File: config.mk
export PLATFORM = sky130hd
export DESIGN_NAME = asr_host
export DESIGN_NICKNAME = d
export VERILOG_FILES = /design/src/core/asr_pkg.sv /design/src/core/asr_host.sv
export SDC_FILE = /design/constraint.sdc
export NUM_CORES = 1
export LEC_CHECK = 0
export ABC_AREA = 1
export BUFFER_PORTS_ARGS = -buffer_cell sky130_fd_sc_hd__buf_2
export CAP_MARGIN = 20
export CORE_MARGIN = 2
export CORE_UTILIZATION = 35
export DETAILED_ROUTE_END_ITERATION = 16
export PLACE_DENSITY_LB_ADDON = 0.3
export SYNTH_ARGS = -nofsm -noshare
export SYNTH_HDL_FRONTEND = slang
export SYNTH_SLANG_ARGS = --single-unit
File: constraint.sdc
create_clock -name clk -period 2.6 [get_ports clk]
set_input_delay 0.52 -clock clk [delete_from_list [all_inputs] [get_ports clk]]
set_output_delay 0.52 -clock clk [all_outputs]
set_load 0.03 [all_outputs]
File: src/core/asr_pkg.sv
package asr_pkg;
    // ----------------------------------------
    // geometry
    // ----------------------------------------
    localparam int ASR_ADDR_W = 15;
    localparam int ASR_DATA_W = 8;
    localparam int ASR_WORDS = 32768;
    // ----------------------------------------
    // timing in ns, fast (55) and slow (70) grades
    // ----------------------------------------
    localparam int CLK_PERIOD_NS = 100;
    localparam int READ_CYCLE_MIN_NS_FAST = 55;
    localparam int READ_CYCLE_MIN_NS_SLOW = 70;
    localparam int OUTPUT_DRIVE_ACCESS_DELAY_NS_FAST = 30;
    localparam int OUTPUT_DRIVE_ACCESS_DELAY_NS_SLOW = 50;
    localparam int WRITE_PULSE_MIN_NS_FAST = 40;
    localparam int WRITE_PULSE_MIN_NS_SLOW = 50;
    localparam int DATA_SETUP_TO_WRITE_END_NS_FAST = 20;
    localparam int DATA_SETUP_TO_WRITE_END_NS_SLOW = 30;
    localparam int UNDRIVE_TO_HIGH_IMPEDANCE_NS = 30;
    localparam int DESELECT_TO_HIGH_IMPEDANCE_NS = 35;
    // ----------------------------------------
    // cycle counts: least times round up, never below one cycle
    // ----------------------------------------
    function automatic int asr_cycles_up(input int ns);
        int c;
        c = (ns + CLK_PERIOD_NS - 1) / CLK_PERIOD_NS;
        return (c < 1) ? 1 : c;
    endfunction : asr_cycles_up

    localparam int READ_CYCLE_MIN_CYC = asr_cycles_up(READ_CYCLE_MIN_NS_SLOW);
    localparam int WRITE_PULSE_MIN_CYC = asr_cycles_up(WRITE_PULSE_MIN_NS_SLOW);
    localparam int DATA_SETUP_CYC = asr_cycles_up(DATA_SETUP_TO_WRITE_END_NS_SLOW);
    localparam int RELEASE_CYC = asr_cycles_up(DESELECT_TO_HIGH_IMPEDANCE_NS);
    localparam logic [3:0] ASR_READ_WAIT = 4'(READ_CYCLE_MIN_CYC);
    localparam logic [3:0] ASR_WRITE_WAIT = 4'(WRITE_PULSE_MIN_CYC);
    localparam logic [3:0] ASR_RELEASE_WAIT = 4'(RELEASE_CYC);
    localparam logic [3:0] ASR_CNT_RESET = 4'h0;

    typedef enum logic [2:0] {
        ASR_IDLE, ASR_RD_SETUP, ASR_RD_WAIT, ASR_RD_DONE,
        ASR_WR_SETUP, ASR_WR_PULSE, ASR_WR_END, ASR_RECOVER
    } asr_state_t;
endpackage : asr_pkg

File: src/core/asr_host.sv
`timescale 1ns/10ps
module asr_host
    import asr_pkg::*;
#(
    parameter int ADDR_W = ASR_ADDR_W,
    parameter int DATA_W = ASR_DATA_W
) (
    // clock and reset
    input wire logic clk,
    input wire logic rst,
    // user request
    input wire logic req_valid,
    output logic req_ready,
    input wire logic req_write,
    input wire logic [ADDR_W-1:0] req_addr,
    input wire logic [DATA_W-1:0] req_wdata,
    // user answer
    output logic rsp_valid,
    output logic [DATA_W-1:0] rsp_rdata,
    // memory pins
    output logic [ADDR_W-1:0] address_pins,
    output logic select_n,
    output logic write_strobe_n,
    output logic output_drive_n,
    input wire logic [DATA_W-1:0] data_pins_in,
    output logic [DATA_W-1:0] data_pins_out,
    output logic data_pins_oe_n
);

    // ----------------------------------------
    // state and counters
    // ----------------------------------------
    asr_state_t state_ff;
    asr_state_t nxt_state;
    logic [3:0] cnt_ff;
    logic cnt_done;
    logic wr_ff;

    assign cnt_done = (cnt_ff == ASR_CNT_RESET);
    // ready is combinational so a request is taken on the first idle edge
    assign req_ready = (state_ff == ASR_IDLE);

    always_comb begin
        nxt_state = state_ff;
        case (state_ff)
            ASR_IDLE: begin
                if (req_valid) begin
                    nxt_state = req_write ? ASR_WR_SETUP : ASR_RD_SETUP;
                end
            end
            ASR_RD_SETUP: nxt_state = ASR_RD_WAIT;
            ASR_RD_WAIT: begin
                if (cnt_done) begin
                    nxt_state = ASR_RD_DONE;
                end
            end
            ASR_RD_DONE: nxt_state = ASR_RECOVER;
            ASR_WR_SETUP: nxt_state = ASR_WR_PULSE;
            ASR_WR_PULSE: begin
                if (cnt_done) begin
                    nxt_state = ASR_WR_END;
                end
            end
            ASR_WR_END: nxt_state = ASR_RECOVER;
            ASR_RECOVER: begin
                if (cnt_done) begin
                    nxt_state = ASR_IDLE;
                end
            end
            default: nxt_state = ASR_IDLE;
        endcase
    end

    always_ff @(posedge clk) begin
        if (rst) begin
            state_ff <= ASR_IDLE;
        end else begin
            state_ff <= nxt_state;
        end
    end

    // one counter times access, strobe width and bus turnaround
    // at this clock each least time fits in one count; a faster clock needs larger counts
    always_ff @(posedge clk) begin
        if (rst) begin
            cnt_ff <= ASR_CNT_RESET;
        end else if (state_ff == ASR_RD_SETUP) begin
            cnt_ff <= ASR_READ_WAIT - 4'h1;
        end else if (state_ff == ASR_WR_SETUP) begin
            cnt_ff <= ASR_WRITE_WAIT - 4'h1;
        end else if (state_ff == ASR_RD_DONE || state_ff == ASR_WR_END) begin
            cnt_ff <= ASR_RELEASE_WAIT - 4'h1;
        end else if (!cnt_done) begin
            cnt_ff <= cnt_ff - 4'h1;
        end
    end

    // ----------------------------------------
    // address and data latches
    // ----------------------------------------
    // address moves only in idle, where strobe is high and select is off
    always_ff @(posedge clk) begin
        if (rst) begin
            address_pins <= '0;
            wr_ff <= 1'b0;
        end else if (state_ff == ASR_IDLE && req_valid) begin
            address_pins <= req_addr;
            wr_ff <= req_write;
        end
    end

    // write byte is set up with the address, a whole cycle ahead of the strobe
    always_ff @(posedge clk) begin
        if (rst) begin
            data_pins_out <= '0;
        end else if (state_ff == ASR_IDLE && req_valid) begin
            data_pins_out <= req_wdata;
        end
    end

    // ----------------------------------------
    // state decoding
    // ----------------------------------------
    function automatic logic rd_state(input asr_state_t s);
        return s inside {ASR_RD_SETUP, ASR_RD_WAIT, ASR_RD_DONE};
    endfunction : rd_state

    function automatic logic wr_state(input asr_state_t s);
        return s inside {ASR_WR_SETUP, ASR_WR_PULSE, ASR_WR_END};
    endfunction : wr_state

    // select spans setup through end so it brackets the whole strobe pulse
    function automatic logic sel_state(input asr_state_t s);
        return rd_state(s) || wr_state(s);
    endfunction : sel_state

    // ----------------------------------------
    // pin controls
    // ----------------------------------------
    // pins follow the next state so each changes on the edge that enters it
    always_ff @(posedge clk) begin
        if (rst) begin
            select_n <= 1'b1;
        end else begin
            select_n <= !sel_state(nxt_state);
        end
    end

    always_ff @(posedge clk) begin
        if (rst) begin
            write_strobe_n <= 1'b1;
        end else begin
            write_strobe_n <= (nxt_state != ASR_WR_PULSE);
        end
    end

    // output drive stays high through a write, so the bus never has two drivers
    always_ff @(posedge clk) begin
        if (rst) begin
            output_drive_n <= 1'b1;
        end else begin
            output_drive_n <= !rd_state(nxt_state);
        end
    end

    // drive data from setup to one cycle after strobe rises, so hold is above zero
    always_ff @(posedge clk) begin
        if (rst) begin
            data_pins_oe_n <= 1'b1;
        end else begin
            data_pins_oe_n <= !wr_state(nxt_state);
        end
    end

    // ----------------------------------------
    // read answer
    // ----------------------------------------
    always_ff @(posedge clk) begin
        if (rst) begin
            rsp_valid <= 1'b0;
        end else begin
            rsp_valid <= (state_ff == ASR_RD_DONE) && !wr_ff;
        end
    end

    // sampled three cycles after select and drive fall, past both access times
    always_ff @(posedge clk) begin
        if (rst) begin
            rsp_rdata <= '0;
        end else if (state_ff == ASR_RD_DONE) begin
            rsp_rdata <= data_pins_in;
        end
    end

endmodule : asr_host

## Yosys cells after proc, flatten, opt, wreduce, memory -nomap -nowiden

Cells that the tools add are included.

| storage, ports and cells | value |
|---|---|
| register bits after elaboration | 44 |
| input port bits | 35 |
| output and inout port bits | 37 |

| cells by class | value |
|---|---|
| add/sub/neg operators | 1 |
| equal/unequal tests | 14 |
| multiplexer cells | 6 |
| reductions and logical operators | 14 |

Operator list:

| cell | number |
|---|---|
| == test 3 bit, second input constant | 7 |
| case mux 3 bit (7 select lines) | 1 |
| two-way mux 3 bit | 5 |
| == test 3 x 2 -> 1 bit, second input constant | 4 |
| == test 3 x 1 -> 1 bit, second input constant | 2 |
| nonzero test 3 bit | 2 |
| zero test 1 bit | 4 |
| zero test 4 bit | 1 |
| OR reduction 4 bit | 1 |
| subtractor 4 x 1 -> 4 bit, second input constant | 1 |
| zero test 3 bit | 1 |
| inequality test 3 bit, second input constant | 1 |
| logical AND 1 bit | 2 |
| logical OR 1 bit | 2 |
| OR reduction 2 bit | 1 |

## Depth between registers and ports, before layout

Gate-level depths: netlist of the first run.

| logic depth | value |
|---|---|
| depth in word-level cells | 7 |
| gate-level depth with buffers | 11 |

## Least setup slack after synthesis of the first run

OpenSTA, ideal clock, no wires.

| timing | value |
|---|---|
| kind | register -> output |
| from | register state_ff[0] |
| to | output port req_ready |
| arrival | 912 ps |
| path slack | 1168 ps |
| stages on the path, launching flop included | 5 |
| path buffers | 1 |
| path through | dfxtp_1 inv_2 nand2_1 nor2_4 buf_2 |

| between the ends | value |
|---|---|
| longest elaborated chain between the ends | 1 |

RTL lines:

| item | RTL line | RTL |
|---|---|---|
| start, declared | asr_host.sv:33 | `asr_state_t state_ff;` |
| start signal, assigned | asr_host.sv:78 | `state_ff <= nxt_state;` |
| zero test 3 bit | asr_host.sv:41 | `assign req_ready = (state_ff == ASR_IDLE);` |
| end, declared | asr_host.sv:13 | `output logic req_ready,` |

No other way between the ends.

## Final worst setup path of the first run

Ends and elaborated chain as after synthesis.

==> results of run 1 <==
per-stage QoR:
step           cells  setup slack [ps]
5_1_grt          328               525
3_3_place_gp     320               910
2_1_floorplan    206              1170
4_1_cts          328               631
6_report         328               652
3_5_place_dp     320               857
per-layer routing:
| layer | vias to the layer above | routed length [um] | track usage [%] |
|---|---|---|---|
| li1 | 817 | - | - |
| met4 | 0 | 80 | 8.18 |
| met1 | 678 | 1790 | 20.3 |
| met5 | - | 0 | 0 |
| met3 | 7 | 173 | 2.64 |
| met2 | 35 | 1760 | 23.5 |
state kept, by name, indices dropped and copies added, names as in the netlist, 3 cells and up:
signal         cells
data_pins_out      8
state_ff           3
cnt_ff             4
address_pins      15
rsp_rdata          8
worst max path at each step:
| stage | slack (ps) | depth (start not counted) | endpoint |
|---|---|---|---|
| 2_1_floorplan | 1170 | 4 | req_ready |
| 4_1_cts | 630 | 4 | req_ready |
| 6_report | 650 | 4 | req_ready |
| 3_3_place_gp | 910 | 4 | wr_ff$_SDFFE_PP0P_ |
| 5_1_grt | 520 | 4 | req_ready |
| 3_5_place_dp | 860 | 4 | wr_ff$_SDFFE_PP0P_ |
layout by cell type, fill, tap and decap left out:
cell type and count:
buf_2 71, dfxtp_1 44, nand2_1 41, a21oi_1 26, nand3_1 25, nor2_1 23
o21ai_0 9, clkbuf_8 6, inv_1 5, inv_2 5, nor3_1 4, nor2_4 2
nand2_2 2, xnor2_1 2, clkinv_2 2, o21ai_2 1, nor2_2 1, o21ai_1 1
a22oi_1 1, and2_1 1, nand4_1 1, a211oi_1 1, ha_1 1, buf_4 1
critical path: stages (launching register included):
cell and delay [ps]:
dfxtp_1 370, inv_2 70, nand2_1 110, nor2_4 320, buf_2 270
power groups by stage:
stage | sequential, mW | clock (mW) | combinational [mW]
floorplan | 0.890 | 0 | 0.179
global placement | 0.787 | 0 | 0.399
detailed placement | 0.785 | 0 | 0.403
CTS | 0.770 | 0.452 | 0.404
global route | 0.778 | 0.476 | 0.442
finish | 0.770 | 0.437 | 0.398
logic make-up (layout without fill, tap and decap cells):
logic type / after synthesis / in the layout
flip-flops: 44 / 44
adder cells (fa/ha/maj): 1 / 1
AO/OA/AOI/OAI: 39 / 39
XOR/XNOR: 2 / 2
buffers and inverters: 20 / 90
AND/OR/NAND/NOR: 100 / 100
area by class of cell:
type | count | area [sq um] | area share (%)
Multi-Input combinational cell | 142 | 673 | 31.9
Inverter | 10 | 37.5 | 1.78
Sequential cell | 44 | 881 | 41.7
Clock buffer | 6 | 82.6 | 3.91
Timing Repair Buffer | 72 | 363 | 17.2
Clock inverter | 2 | 10.0 | 0.474
Tap cell | 52 | 65.1 | 3.08
==> results.md, run 1 <==
- Drt pass-1 iters: 4
- Min-delay src: data_pins_in[0]
- Slew Limit Fails: 0
- Final hold violation count: 0
- Worst hold slack: roughly 450 ps
- PostCTS Resize Cnt: 0
- Die area: about 5200 sq um
- Share of layout cells above drive strength 1: between 30% and 40%
- Cts bufs inserted: 5
- Synthesized instance count: between 200 and 250
- Vias in the first global route: 1,463
- Largest cells by area after synthesis: dfxtp_1 (54%), nand2_1 (9.4%), a21oi_1 (8.0%)
- H-tree depth: 2
- Core ar.: 4410 sq um
- Fin crit period: 1950 ps
- Post-synth top area cell: dfxtp_1
- Hold bufs inserted after CTS: 0
- Syn Area/Cell: roughly 7.9 sq um
- Synth warn: 0
- Slew @ Worst Pin: between 500 and 600 ps
- Register-to-Register Path Depth: 6
- Largest family of logic cells by synthesized area: simple AND/OR/NAND/NOR gates
- Die height: 72.4 um
- Hold path depth: 3
- Fmax: about 510 MHz
- Worst setup path start: state_ff[0]$_SDFF_PP0_
- Clock power share: ~27%
- Grt total ovfl: 0
- Total Power: 1.60 mW
- Final setup vio count: 0
- Detailed Route Iter0 Violations: 52
- Comb pwr share: around a quarter
- First-pass GRT wire length: between 6000 and 7000 um
- Initial antenna violation count: 0
- CP Launch Type: flop
- Worst Skew: around 5.5 ps
- Post-DR vias/cell: roughly 4.7
- Layout area overhead: 29.2%
- Run status: completed
- CTS max path bufs: 2
- # rows: 24
- Fill count: 461
- Main flop type after synthesis: dfxtp_1
- Clk sinks: 44
- Placed cell area: just over 2000 sq um
- Launch point of the worst reg-to-reg path: state_ff[0]$_SDFF_PP0_
- Total number of vias: between 1.5k and 2k
- Switching share of power: between 30% and 40%
- Internal: ~1.1 mW
- Clk_lat worst skew: 290 ps
- Antenna diodes: 0
- Synth Area in Adders: 0.765%
- Power Dens Cells: about 760 nW/um^2
- WP data arrival: roughly 1400 ps
- Top-area cell type share of the netlist area: 53.9%
- Routed WL: about 3800 um
- Setup TNS: 0 ps
- Final weighted congestion in routability-driven placement: between 0.8 and 0.9
- Worst-path maximum fanout: 16
- GRT Overall Usage: between 15 and 20%
- Flop2flop setup slack: ~960 ps
- Post-CTS Setup Bufs: 0
- Leak: between 0.9 and 1 nW
- Routed WL per cell: about 12 um
- Initial Util: a little under two fifths
- Ports: 72
- Fin area: 2110 sq um
- Most frequent cell after synthesis: dfxtp_1
- Post-Synth Simple-Gate Area: a little over a quarter
- RSZ-0062 raised after global routing: false
- Final ANT Viol Nets: 0
- DRC Markers: 0
- Synth cell types: 22
- Max-cap violations: 0
- CP Data Required Time: 2080 ps
- Peak supply drop: 0.294 mV
- Post-Synth XOR/XNOR Area: between 1 and 1.5%
- WS Path Type: reg2out
- Switch Pwr: between 0.5 and 0.6 mW
- Synth Area in Compound Gates: 12.5%
- Fin util: a little under half
- Die width: a little over 70 um
- CTS clk-pin slew, worst paths: ~80 ps
- Hold Crit Class: in2reg
- Power share of the sequential group: between 40% and 50%
- CTS tree: built
- CP endpoint kind: output port
- FF-to-FF End: wr_ff$_SDFFE_PP0P_
- Hold Path Sink: rsp_rdata[0]$_SDFFE_PP0N_
- Final period util: between 70% and 80%
- PortBufs: between 70 and 80
- Multiplexer share of the synthesized area: 0%
- Mapped Nets: roughly 240
- Root Buffer: clkbuf_8
- Post-Syn Area: between 1500 and 2000 sq um
- FFs w/ async S/R, synth: 0%
- Post-DP HPWL: 2780 um
- Commonest cells in the netlist: dfxtp_1 (44), nand2_1 (41), a21oi_1 (26), nand3_1 (25), nor2_1 (23)
- Final #Nets: between 300 and 400
- #FFs+latches synth: 44
- Seq/Total Area, Yosys: a little over half
- Largest net degree at the start of global routing: 31
- Slew headroom: roughly 66%
- Number of synthesized flops with an enable pin: 0
(Power assumes the default switching activity.)
==> inputs of run 2 (changes only) <==
Clock period 2.6 ns to 1.8 ns, I/O delays scaled along.
==> run 2 against run 1 <==
Compared with the run above:
- combinational power is 49% higher
- clock power is 70% higher
- highest routed layer unchanged
- routed wire length is 1.6% higher
- hold slack worse by 160 ps
- cell count increased by 1.2%
- critical path depth is the same
- die area did not move
- largest cell class unchanged
- core utilization grew 1.0 points
- setup slack got worse by 460 ps
- count of clock-buffer cells in the layout stayed put
- global-route usage rose by 0.46 points
==> results.md, run 2 (synthesized netlist as in run 1, its figures left out) <==
- Most frequent cells in the layout: buf_2 (71), dfxtp_1 (44), nand2_1 (41)
- Total number of vias: 1,566
- Worst-path maximum fanout: 8
- Die height: 72.4 um
- Antenna diodes: 0
- Commonest non-fill, non-tap cell in the layout: buf_2
- Die width: slightly above 70 um
- Worst Skew: around 4.4 ps
- CP Launch Type: flop
- Detailed Route Iter0 Violations: 94
- RSZ-0062 raised after global routing: false
- Grt total ovfl: 0
- Hold Crit Class: in2reg
- Worst hold slack: roughly 280 ps
- DRC Markers: 0
- PostCTS Resize Cnt: 0
- Setup TNS: 0 ps
- Slew @ Worst Pin: between 300 and 400 ps
- Largest register FFs: 15
- CP endpoint kind: output port
- Cts bufs inserted: 5
- CP delay by family, top: flip-flops
- Share of layout cells above drive strength 1: around 34%
- WS Path Type: reg2out
- Fin crit period: between 1500 and 2000 ps
- Max-cap violations: 0
- Slowest-stage cell, CP: dfxtp_1
- Launch point of the worst reg-to-reg path: cnt_ff[0]$_SDFFE_PP0N_
- Post-DP HPWL: 2760 um
- Vias in the first global route: around 1.5k
- Slew Limit Fails: 0
- Final hold violation count: 0
- Largest net degree at the start of global routing: 24
- Post-CTS Setup Bufs: 0
- Routed WL: around 3900 um
- Biggest regs: address_pins (15), data_pins_out (8), rsp_rdata (8)
- Power Dens Cells: between 1000 and 1500 nW/um^2
- CP cell instances: inv_2, nand2_1, nor2_4, buf_2
- Buf+Inv Stages, Crit Path: 2
- Min-delay src: data_pins_in[0]
- PortBufs: ~70
- Clk_lat worst skew: ~290 ps
- # rows: 24
- CTS tree: built
- Flop2flop setup slack: roughly 320 ps
- Drt pass-1 iters: 4
- WP data arrival: ~1300 ps
- Die area: ~5200 sq um
- Fmax: between 600 and 700 MHz
- GRT Overall Usage: between 10% and 20%
- Final weighted congestion in routability-driven placement: about 0.85
- Final ANT Viol Nets: 0
- Total Power: 2.44 mW
- Peak supply drop: 0.485 mV
- Run status: completed
- Final period util: around nine tenths
- CTS max path bufs: 2
- Core ar.: approximately 4400 sq um
- H-tree depth: 2
- Worst setup path start: state_ff[0]$_SDFF_PP0_
- Initial Util: between 30% and 40%
- CP Data Required Time: around 1400 ps
- Layout area overhead: 31.9%
- First-pass GRT wire length: ~6300 um
- Slew headroom: between 70% and 80%
- Initial antenna violation count: 0
- Hold bufs inserted after CTS: 0
- Final #Nets: approximately 320
- Top reg by flops: address_pins
- Final setup vio count: 0
- Ports: 72
- CTS clk-pin slew, worst paths: 80 ps
- Routed WL per cell: 11.6 um
- Root Buffer: clkbuf_8
- Post-DR vias/cell: around 4.7
- Clk sinks: 44
- Worst path max stage delay: around 360 ps
- Leak: 1.01 nW
run 2: layout make-up:
type                       count  area (sq um)
inverter                      10          37.5
clock buffer                   6          72.6
tap                           52          65.1
sequential                    44           881
multi-input combinational    142           673
clock inverter                 2          35.0
timing repair buffer          76           393
fill                         415          2260
run 2: worst paths after layout:
check | to | depth (start not counted)
max | req_ready | 4
min | rsp_rdata[0]$_SDFFE_PP0N_ | 3
max reg2reg | select_n$_SDFF_PP1_ | 10
min reg2reg | rsp_valid$_SDFF_PP0_ | 1
run 2: through the flow:
step                      cells  utilization [%]  area (sq um)  worst slack (ps)
after global placement      324             46.4          2050               358
after detailed placement    324             46.4          2050               359
after CTS                   332             48.9          2160               179
after floorplan             206                -          1640               498
final                       332             48.9          2160               195
after global routing        332             48.9          2160              97.3
run 2: tightest hold or removal path, cell delays in order:
cell	delay [ps]
buf_2	70
nor2_1	30
nor2_1	80
run 2: power by group:
group	total [mW]	switching [mW]	internal, mW	leakage (nW)
logic	0.594	0.410	0.183	0.599
registers	1.11	0.0465	1.06	0.359
clock network	0.741	0.330	0.412	0.0552
total	2.44	0.786	1.66	1.01
run 2: per-layer routing:
| layer | track usage, % | vias to the layer above | routed length [um] |
|---|---|---|---|
| met2 | 25.2 | 37 | 1880 |
| met5 | 0 | - | 0 |
| met1 | 18.9 | 702 | 1720 |
| met3 | 5.14 | 5 | 197 |
| met4 | 7.76 | 0 | 65 |
| li1 | - | 822 | - |
